[config.mk]
export PLATFORM = sky130hd
export DESIGN_NAME = lsw_mode_ctrl
export DESIGN_NICKNAME = d
export VERILOG_FILES = /design/src/lsw_pkg.sv /design/src/lsw_filter.sv /design/src/lsw_mode_ctrl.sv
export SDC_FILE = /design/constraint.sdc
export NUM_CORES = 1
export LEC_CHECK = 0
export BUFFER_PORTS_ARGS = -buffer_cell sky130_fd_sc_hd__buf_2
export CELL_PAD_IN_SITES_DETAIL_PLACEMENT = 1
export CELL_PAD_IN_SITES_GLOBAL_PLACEMENT = 1
export CORE_MARGIN = 2
export CORE_UTILIZATION = 53
export CTS_BUF_LIST = sky130_fd_sc_hd__clkbuf_8
export CTS_CLUSTER_SIZE = 10
export DETAILED_ROUTE_END_ITERATION = 8
export PLACE_DENSITY_LB_ADDON = 0.1
export RECOVER_POWER = 50
export SYNTH_ARGS = -nofsm -noshare
export SYNTH_HDL_FRONTEND = slang
export SYNTH_SLANG_ARGS = --single-unit
[constraint.sdc]
create_clock -name mclk -period 3.4 [get_ports mclk]
set_input_delay 0.34 -clock mclk [delete_from_list [all_inputs] [get_ports mclk]]
set_output_delay 0.34 -clock mclk [all_outputs]
set_load 0.005 [all_outputs]
[src/lsw_pkg.sv]
/*
 * lsw_pkg: constants and types shared by the mode and wake controller
 * of the LIN system basis chip logic.
 * Assumes a single 10 MHz clock (100 ns period) drives all logic.
 */
package lsw_pkg;

    // clock rate in kHz, used to turn times into cycle counts
    localparam int CLK_KHZ        = 10000;

    // times in their own units, figures as documented
    localparam int T_RESET_MS     = 4;    // reset output low time
    localparam int T_BUS_US       = 30;   // bus dominant filter time
    localparam int T_WAKE_US      = 30;   // wake pin low filter time
    localparam int T_IGN_US       = 160;  // ignition_filter_time
    localparam int T_WAKE_REARM_US = 10;  // wake pin high before re-arm
    localparam int T_IGN_REARM_US = 250;  // ignition low before re-arm
    localparam int T_MODE_SEL_NS  = 3200; // enable may lead transmit

    // derived cycle counts: least times round up
    localparam int RESET_CYC  = T_RESET_MS * CLK_KHZ;
    localparam int BUS_CYC    = (T_BUS_US * CLK_KHZ + 999) / 1000;
    localparam int WAKE_CYC   = (T_WAKE_US * CLK_KHZ + 999) / 1000;
    localparam int IGN_CYC    = (T_IGN_US * CLK_KHZ + 999) / 1000;
    localparam int WREARM_CYC = (T_WAKE_REARM_US * CLK_KHZ + 999) / 1000;
    localparam int IREARM_CYC = (T_IGN_REARM_US * CLK_KHZ + 999) / 1000;
    localparam int MSEL_CYC   = (T_MODE_SEL_NS * CLK_KHZ + 999999) / 1000000;

    // operating modes
    typedef enum logic [2:0] {
        LSW_UNPOWERED = 3'b000,
        LSW_FAILSAFE  = 3'b001,
        LSW_NORMAL    = 3'b010,
        LSW_SILENT    = 3'b011,
        LSW_SLEEP     = 3'b100,
        LSW_MODESEL   = 3'b101
    } lsw_mode_t;

endpackage

[src/lsw_filter.sv]
/*
 * lsw_filter: qualifies a level held for a given number of cycles.
 * Assumes the input is already synchronous to mclk.
 */
`timescale 1ns/10ps
module lsw_filter
    import lsw_pkg::*;
#(
    parameter int CYCLES = 4
) (
    input  wire logic mclk,
    input  wire logic rstn,
    input  wire logic arm,
    input  wire logic level,
    output logic      done
);
    localparam int W = $clog2(CYCLES + 1);

    initial begin
        if (CYCLES < 1) begin
            $error("lsw_filter: CYCLES must be at least 1");
        end
    end

    logic [W-1:0] cnt_r;

    // count while armed and the level holds; restart whenever it breaks
    always_ff @(posedge mclk or negedge rstn) begin
        if (!rstn) begin
            cnt_r <= '0;
        end else if (!arm || !level) begin
            cnt_r <= '0;
        end else if (cnt_r != W'(CYCLES)) begin
            cnt_r <= cnt_r + W'(1);
        end
    end

    assign done = (cnt_r == W'(CYCLES));

    held_full_a: assert property (@(posedge mclk) disable iff (!rstn)
        $rose(done) |-> $past(level) && $past(arm))
        else $error("filter completed without a held level");
endmodule

[src/lsw_mode_ctrl.sv]
/*
 * lsw_mode_ctrl: operating-mode and wake-up controller.
 * Assumes all pins are synchronous to mclk, analog comparators deliver
 * clean logic levels, and open-drain pins are resolved outside.
 */
// Operation
// - power-up enters fail-safe, regulator on, reset low 4 ms
// - fail-safe keeps LIN off until enable high, then normal
// - reset output low forces fail-safe from any mode but sleep
// - enable falling with transmit high selects silent mode
// - enable falling with transmit low selects sleep; enable may lead
// - silent: no transmit, regulator on, watchdog/inh off, rx high
// - sleep: no transmit, regulator off, reset and rx low
// - silent/sleep entry ignores LIN, wake and ignition levels
// - regulator undervoltage in silent drives reset low, fail-safe
// - battery below 4 V in silent/sleep returns fail-safe
// - LIN below pre-wake in low power enables receiver, termination
// - filtered LIN dominant then rising edge gives remote wake
// - after remote wake from silent, enable high goes to normal
// - LIN low in normal starts filter; wake on next rising edge
// - filtered wake pin low gives local wake, transmit pulled low
// - filtered ignition high gives local wake, transmit pulled low
// - fail-safe transmit pin shows wake source: high remote
// - wake flags clear when enable high reaches normal mode
// - last wake source stored, shown in fail-safe
// - no mode change while power-up reset is held low
// - watchdog failure drives reset low, forcing fail-safe
`timescale 1ns/10ps
module lsw_mode_ctrl
    import lsw_pkg::*;
#(
    parameter int RESET_CYCLES = RESET_CYC,
    parameter int BUS_CYCLES   = BUS_CYC,
    parameter int WAKE_CYCLES  = WAKE_CYC,
    parameter int IGN_CYCLES   = IGN_CYC,
    parameter int WREARM_CYCLES = WREARM_CYC,
    parameter int IREARM_CYCLES = IREARM_CYC,
    parameter int MSEL_CYCLES  = MSEL_CYC
) (
    input  wire logic mclk,
    input  wire logic rstn,
    input  wire logic supply_ok,
    input  wire logic vcc_undervolt,
    input  wire logic watchdog_fail,
    input  wire logic enable_in,
    input  wire logic txd_in,
    input  wire logic lin_in,
    input  wire logic lin_prewake_threshold,
    input  wire logic wake_in,
    input  wire logic ignition_wake_in,
    output logic      rxd_out,
    output logic      txd_out,
    output logic      txd_oe,
    output logic      txd_strong,
    output logic      lin_drive_dom,
    output logic      lin_rx_enable,
    output logic      lin_term_enable,
    output logic      regulator_on,
    output logic      watchdog_enable,
    output logic      ext_regulator_ctl,
    output logic      reset_out_n,
    output logic      reset_oe,
    output logic [2:0] mode_out
);
    localparam int RW = $clog2(RESET_CYCLES + 1);
    localparam int MW = $clog2(MSEL_CYCLES + 2);

    initial begin
        if (RESET_CYCLES < 1 || MSEL_CYCLES < 1) begin
            $error("lsw_mode_ctrl: counts must be at least 1");
        end
    end

    lsw_mode_t      mode_r;
    logic [RW-1:0]  rst_cnt_r;
    logic [MW-1:0]  msel_cnt_r;
    logic           en_d_r;
    logic           lin_d_r;
    logic           lin_armed_r;
    logic           wake_armed_r;
    logic           ign_armed_r;
    logic           wake_flag_r;
    logic           src_local_r;
    logic           low_power;
    logic           reset_active;
    logic           bus_done;
    logic           wake_done;
    logic           ign_done;
    logic           wrearm_done;
    logic           irearm_done;
    logic           remote_wake;
    logic           local_wake;

    assign low_power    = (mode_r == LSW_SILENT) || (mode_r == LSW_SLEEP);
    assign reset_active = (rst_cnt_r != '0);

    // dominant-level filter for the bus, runs in normal too
    lsw_filter #(.CYCLES(BUS_CYCLES)) u_bus (
        .mclk  (mclk),
        .rstn  (rstn),
        .arm   (1'b1),
        .level (!lin_in),
        .done  (bus_done)
    );
    // wake pin low filter
    lsw_filter #(.CYCLES(WAKE_CYCLES)) u_wake (
        .mclk  (mclk),
        .rstn  (rstn),
        .arm   (wake_armed_r),
        .level (!wake_in),
        .done  (wake_done)
    );
    // ignition high filter
    lsw_filter #(.CYCLES(IGN_CYCLES)) u_ign (
        .mclk  (mclk),
        .rstn  (rstn),
        .arm   (ign_armed_r),
        .level (ignition_wake_in),
        .done  (ign_done)
    );
    // re-arm timers: wake high, ignition low held long enough
    lsw_filter #(.CYCLES(WREARM_CYCLES)) u_wrearm (
        .mclk  (mclk),
        .rstn  (rstn),
        .arm   (1'b1),
        .level (wake_in),
        .done  (wrearm_done)
    );
    lsw_filter #(.CYCLES(IREARM_CYCLES)) u_irearm (
        .mclk  (mclk),
        .rstn  (rstn),
        .arm   (1'b1),
        .level (!ignition_wake_in),
        .done  (irearm_done)
    );

    // previous pin levels for edge detection
    always_ff @(posedge mclk or negedge rstn) begin
        if (!rstn) begin
            en_d_r   <= 1'b0;
            lin_d_r  <= 1'b1;
        end else begin
            en_d_r   <= enable_in;
            lin_d_r  <= lin_in;
        end
    end

    // bus dominant qualified; wake fires on the next rising edge
    always_ff @(posedge mclk or negedge rstn) begin
        if (!rstn) begin
            lin_armed_r <= 1'b0;
        end else if (bus_done) begin
            lin_armed_r <= 1'b1;
        end else if (lin_in && lin_d_r && !low_power) begin
            lin_armed_r <= 1'b0;
        end else if (remote_wake) begin
            lin_armed_r <= 1'b0;
        end
    end

    assign remote_wake = low_power && lin_armed_r
                         && lin_in && !lin_d_r;

    // local wake arming: a fresh edge is needed after the re-arm time
    always_ff @(posedge mclk or negedge rstn) begin
        if (!rstn) begin
            wake_armed_r <= 1'b0;
            ign_armed_r  <= 1'b0;
        end else begin
            if (wrearm_done) begin
                wake_armed_r <= 1'b1;
            end else if (wake_done) begin
                wake_armed_r <= 1'b0;
            end
            if (irearm_done) begin
                ign_armed_r <= 1'b1;
            end else if (ign_done) begin
                ign_armed_r <= 1'b0;
            end
        end
    end

    // wake pin needs a falling edge start; ignition a rising edge start
    assign local_wake = low_power && ((wake_done && wake_armed_r)
                        || (ign_done && ign_armed_r));

    // reset output timer: power-up, undervoltage and watchdog failure
    always_ff @(posedge mclk or negedge rstn) begin
        if (!rstn) begin
            rst_cnt_r <= RW'(RESET_CYCLES);
        end else if (!supply_ok) begin
            rst_cnt_r <= RW'(RESET_CYCLES);
        end else if (watchdog_fail) begin
            rst_cnt_r <= RW'(RESET_CYCLES);
        end else if (vcc_undervolt && mode_r != LSW_SLEEP) begin
            rst_cnt_r <= RW'(RESET_CYCLES);
        end else if (reset_active) begin
            rst_cnt_r <= rst_cnt_r - RW'(1);
        end
    end

    // mode-select window: wait so transmit may follow enable down
    always_ff @(posedge mclk or negedge rstn) begin
        if (!rstn) begin
            msel_cnt_r <= '0;
        end else if (mode_r == LSW_MODESEL) begin
            msel_cnt_r <= msel_cnt_r + MW'(1);
        end else begin
            msel_cnt_r <= '0;
        end
    end

    // operating mode sequencer
    always_ff @(posedge mclk or negedge rstn) begin
        if (!rstn) begin
            mode_r <= LSW_UNPOWERED;
        end else if (!supply_ok) begin
            if (low_power) begin
                mode_r <= LSW_FAILSAFE;
            end else if (mode_r == LSW_UNPOWERED) begin
                mode_r <= LSW_UNPOWERED;
            end else begin
                mode_r <= LSW_FAILSAFE;
            end
        end else if (reset_active && mode_r != LSW_SLEEP) begin
            mode_r <= LSW_FAILSAFE;
        end else begin
            case (mode_r)
                LSW_UNPOWERED: begin
                    mode_r <= LSW_FAILSAFE;
                end
                LSW_FAILSAFE: begin
                    if (enable_in) begin
                        mode_r <= LSW_NORMAL;
                    end
                end
                LSW_NORMAL: begin
                    if (!enable_in && en_d_r) begin
                        mode_r <= LSW_MODESEL;
                    end
                end
                LSW_MODESEL: begin
                    if (msel_cnt_r == MW'(MSEL_CYCLES)) begin
                        // pin levels of LIN, wake, ignition are not looked at
                        if (txd_in) begin
                            mode_r <= LSW_SILENT;
                        end else begin
                            mode_r <= LSW_SLEEP;
                        end
                    end
                end
                LSW_SILENT, LSW_SLEEP: begin
                    if (remote_wake || local_wake) begin
                        mode_r <= LSW_FAILSAFE;
                    end
                end
                default: begin
                    mode_r <= LSW_FAILSAFE;
                end
            endcase
        end
    end

    // wake flag and stored source; set wins over the clear
    always_ff @(posedge mclk or negedge rstn) begin
        if (!rstn) begin
            wake_flag_r   <= 1'b0;
            src_local_r   <= 1'b0;
        end else if (remote_wake || local_wake) begin
            wake_flag_r   <= 1'b1;
            src_local_r   <= local_wake;
        end else if (mode_r == LSW_NORMAL && enable_in) begin
            wake_flag_r   <= 1'b0;
        end
    end

    // pin and supply outputs per mode
    always_ff @(posedge mclk or negedge rstn) begin
        if (!rstn) begin
            rxd_out           <= 1'b1;
            txd_out           <= 1'b1;
            txd_oe            <= 1'b0;
            txd_strong        <= 1'b0;
            lin_drive_dom     <= 1'b0;
            lin_rx_enable     <= 1'b0;
            lin_term_enable   <= 1'b0;
            regulator_on      <= 1'b0;
            watchdog_enable   <= 1'b0;
            ext_regulator_ctl <= 1'b0;
        end else begin
            rxd_out         <= 1'b1;
            txd_out         <= 1'b1;
            txd_oe          <= 1'b0;
            txd_strong      <= 1'b0;
            lin_drive_dom   <= 1'b0;
            lin_rx_enable   <= 1'b0;
            lin_term_enable <= 1'b0;
            regulator_on    <= 1'b1;
            watchdog_enable <= 1'b0;
            ext_regulator_ctl <= 1'b0;
            case (mode_r)
                LSW_FAILSAFE: begin
                    rxd_out <= !wake_flag_r;
                    txd_oe  <= 1'b1;
                    txd_out <= !src_local_r;
                    txd_strong <= src_local_r;
                    lin_rx_enable   <= 1'b1;
                    lin_term_enable <= 1'b1;
                    watchdog_enable <= 1'b1;
                    ext_regulator_ctl <= !reset_active;
                end
                LSW_NORMAL, LSW_MODESEL: begin
                    rxd_out         <= lin_in;
                    // the select window keeps the bus quiet, else a low
                    // transmit pin would feed the bus filter
                    lin_drive_dom   <= !txd_in && (mode_r == LSW_NORMAL);
                    lin_rx_enable   <= 1'b1;
                    lin_term_enable <= 1'b1;
                    watchdog_enable <= 1'b1;
                    ext_regulator_ctl <= !reset_active;
                end
                LSW_SILENT: begin
                    rxd_out <= 1'b1;
                    lin_rx_enable   <= !lin_prewake_threshold;
                    lin_term_enable <= !lin_prewake_threshold;
                end
                LSW_SLEEP: begin
                    rxd_out      <= 1'b0;
                    regulator_on <= 1'b0;
                    lin_rx_enable   <= !lin_prewake_threshold;
                    lin_term_enable <= !lin_prewake_threshold;
                end
                default: begin
                    regulator_on <= 1'b0;
                end
            endcase
        end
    end

    // reset output is open drain: enable drives it low
    assign reset_out_n = !(reset_active || mode_r == LSW_SLEEP);
    assign reset_oe    = !reset_out_n;
    assign mode_out    = mode_r;

    // assertions
    sleep_no_tx_a: assert property (@(posedge mclk) disable iff (!rstn)
        mode_r == LSW_SLEEP |=> !lin_drive_dom && !regulator_on)
        else $error("sleep mode left transmitter or regulator on");
    silent_out_a: assert property (@(posedge mclk) disable iff (!rstn)
        mode_r == LSW_SILENT |=> rxd_out && !watchdog_enable
            && !ext_regulator_ctl && regulator_on)
        else $error("silent mode outputs wrong");
    reset_forces_fs_a: assert property (@(posedge mclk) disable iff (!rstn)
        supply_ok && reset_active && mode_r != LSW_SLEEP
        |=> mode_r == LSW_FAILSAFE)
        else $error("reset did not force fail-safe");
    fs_to_normal_a: assert property (@(posedge mclk) disable iff (!rstn)
        mode_r == LSW_FAILSAFE && enable_in && supply_ok && !reset_active
        |=> mode_r == LSW_NORMAL)
        else $error("enable high did not reach normal");
    silent_sel_a: assert property (@(posedge mclk) disable iff (!rstn)
        mode_r == LSW_MODESEL && msel_cnt_r == MW'(MSEL_CYCLES) && txd_in
        && supply_ok && !reset_active |=> mode_r == LSW_SILENT)
        else $error("silent mode not selected");
    sleep_sel_a: assert property (@(posedge mclk) disable iff (!rstn)
        mode_r == LSW_MODESEL && msel_cnt_r == MW'(MSEL_CYCLES) && !txd_in
        && supply_ok && !reset_active |=> mode_r == LSW_SLEEP)
        else $error("sleep mode not selected");
    batt_drop_a: assert property (@(posedge mclk) disable iff (!rstn)
        low_power && !supply_ok |=> mode_r == LSW_FAILSAFE)
        else $error("battery drop did not give fail-safe");
    wake_src_a: assert property (@(posedge mclk) disable iff (!rstn)
        local_wake |=> mode_r == LSW_FAILSAFE ##1 (txd_oe && !txd_out
            && !rxd_out))
        else $error("local wake not signalled");
    flag_clear_a: assert property (@(posedge mclk) disable iff (!rstn)
        mode_r == LSW_NORMAL && enable_in && !remote_wake && !local_wake
        |=> !wake_flag_r)
        else $error("wake flag not cleared in normal");
    uv_silent_a: assert property (@(posedge mclk) disable iff (!rstn)
        mode_r == LSW_SILENT && vcc_undervolt && supply_ok
        |=> !reset_out_n ##1 mode_r == LSW_FAILSAFE)
        else $error("undervoltage in silent not handled");
    modesel_quiet_a: assert property (@(posedge mclk) disable iff (!rstn)
        mode_r == LSW_MODESEL |=> !lin_drive_dom)
        else $error("bus driven during mode select");
endmodule

==> impl_results.md <==
* Hold Path Class: in2reg
* H-tree lvl count at 3
* Worst IR Drop VDD at 0.199 mV
* Max cap viols at 0
* Final Hold Violating Endpoints at 0
* Clock slew at reported path FFs at 90 ps
* Wire per inst at 16.5 microns
* Avg Synthesized Cell Area at 9.86 sq um
* Reg area at 0.00224 sq mm
* Critical Path RT at 3060 ps
* Ports at 26
* Tmin final at 2840 ps
* Starting Density at 54.5%
* Setup CP Type: reg2out
* Root Driver: clkbuf_8
* Area delta synth->final at 9.63%
* First-pass GRT wire length at 16400 microns
* Hold_ws at 152 ps
* Global route overflow at 0
* Die H at 95.7 microns
* Net Sw Frac at 23.7%
* P_sw at 474 uW
* Post-synth EDFFs at 0
* Antenna violations before repair at 0
* Critical path arrival at 2500 ps
* CORE AREA at 0.00818 sq mm
* Via count at 3340
* Final Cycle Share at 83.5%
* Final setup vio count at 0
* Die width at 95.7 microns
* Mapped cell area at 0.00446 sq mm
* CP startpoint kind: register
* Final setup margin at 559 ps
* Status: finished, final reports clean
* Antenna Cells at 0
* Leak at 0.00205 uW
* Commonest cells after routing, fill and taps aside: dfrtp_1 (81), nor2_1 (68), nand2_1 (32)
* DRT Pass-1 Iters at 4
* Mapped Cells at 452
* Worst slew pin tran at 1420 ps
* Primary FF master, synth: dfrtp_1
* Fillers at 954
* CTS tree: built
* Placed Area at 0.00468 sq mm
* HPWL after DPL at 6810 microns
* Full die area at 0.00916 sq mm
* Async S/R FF share, synth at 100%
* Sequential power share at 54.4%
* Final nets at 503
* Setup TNS at 0 ps
* Worst-skew pair later-pin latency at 360 ps
* Int Pwr at 1530 uW
* Setup Fix Bufs, Post-CTS at 0
* Power Dens Cells at 409 mW/mm^2
* Most common cell after layout, fill and taps aside: dfrtp_1
* Logic gate share of total power at 5.3%
* Post-synth cell types at 52
* All-Layer GR Usage at 23.1%
* # resized after CTS at 0
* CTS Buf Count at 9
* Drt initial violations at 128
* Vias in the first global route at 3427
* Share of cells above drive strength 1 at 13.0%
* Post-DRT Antenna Nets at 0
* Worst Setup End Kind: output pin
* Unrepaired setup endpoints after global routing: no
* I/O Buffers at 25
* Max-slew violations at 0
* Slew HR at 5.15%
* Clock network power share at 40.3%
* Sequential share of the synthesized area at 50.2%
* F_max at 352 MHz
* Final RePlAce weighted congestion at 0.799
* Clk buf depth at 2
* Clk_skew at 12.4 ps
* Synth warnings at 0
* Fin area at 0.00489 sq mm
* Synthesis-stage register bit count at 89
* DRT Wirelength at 9690 microns
* Cell row count at 33
* Vias per cell at 5.68
* Sink Count at 89
* Area of the multi-input gates at 0.00208 sq mm
* Cts hold-fix bufs at 0
* Largest net degree at the start of global routing at 58
* Post-Syn Nets at 477
* Post-Place Setup Slack at 796 ps
* Post-Place Cells at 572
* Critical path peak fanout at 5
* Residual DRC at 0
* Final Non-Filler Cells at 588
routing by layer:
| metal | up-vias | GRT usage [%] | routed length (microns) |
|---|---|---|---|
| met2 | 41 | 39.5 | 4940 |
| li1 | 1593 | - | - |
| met1 | 1693 | 30.2 | 4420 |
| met5 | - | 0 | 0 |
| met4 | 0 | 7.26 | 146 |
| met3 | 13 | 3.76 | 186 |
power groups by stage:
stage                     clock network (uW)  logic [uW]  registers, uW
final                                    806         105           1090
after CTS                                823         110           1090
after global routing                     868         122           1090
after floorplan                            0        60.5           1100
after global placement                     0         103           1110
after detailed placement                   0         109           1110
metrics by stage:
step	util [%]	power [uW]
5_1_grt	59.8	2080
4_1_cts	59.9	2020
2_1_floorplan	-	1170
3_3_place_gp	57.3	1210
3_5_place_dp	57.3	1220
6_report	59.8	2000
Yosys cell counts, types with 7 or more instances:
cell type,number,area [sq um]
dfstp_2,8,210
inv_1,25,93.8
dfrtp_1,81,2030
o21ai_0,17,85.1
xor2_1,20,175
nor3_1,12,60.1
a21oi_1,20,100
clkbuf_1,10,37.5
ha_1,14,175
and2_1,7,43.8
or3_1,9,56.3
xnor2_1,26,228
nor2_1,68,255
nand3_1,22,110
nand2_1,32,120
state kept, by name (all words and copies together) (netlist names), 3 cells and up:
register and count:
u_bus.cnt_r 9, u_irearm.cnt_r 12, u_wake.cnt_r 9, u_ign.cnt_r 11
mode_out 3, msel_cnt_r 6, rst_cnt_r 16, u_wrearm.cnt_r 7
critical path, stage by stage, from the launching register on:
cell and delay [ps]:
dfrtp_1 420, or4_4 580, or3_4 420, nor3_2 420, nand2_1 140, inv_1 70, buf_2 100
cells by family after synthesis:
kind of cell | after synthesis | share of synthesized area (%)
fa+ha+maj | 14 | 3.93
compound gates | 60 | 8.48
xor+xnor | 46 | 9.04
flops | 89 | 50.2
mux | 4 | 0.898
buf+inv | 37 | 3.23
simple gates | 202 | 24.2
final cells by class:
class | count | share of cell area (%)
clock buffers | 9 | 2.54
clock inverters | 7 | 1.95
inverters | 25 | 1.92
multi-input cells | 326 | 42.5
flip-flops and latches | 89 | 45.8
well taps | 105 | 2.69
repair buffers | 27 | 2.64
path summary, 6_finish.rpt:
kind | startpoint | endpoint | slack (ps) | depth (start not counted)
max | rst_cnt_r[9] | reset_out_n | 560 | 6
min | enable_in | en_d_r | 150 | 1
max reg2reg | rst_cnt_r[0] | rst_cnt_r[5] | 790 | 7
min reg2reg | src_local_r | txd_out | 440 | 1
max in group asynchronous | rstn | lin_armed_r | 1600 | 2
min in group asynchronous | rstn | u_ign.cnt_r[7] | 280 | 1
Note: power is estimated with default switching activity, not from simulation.
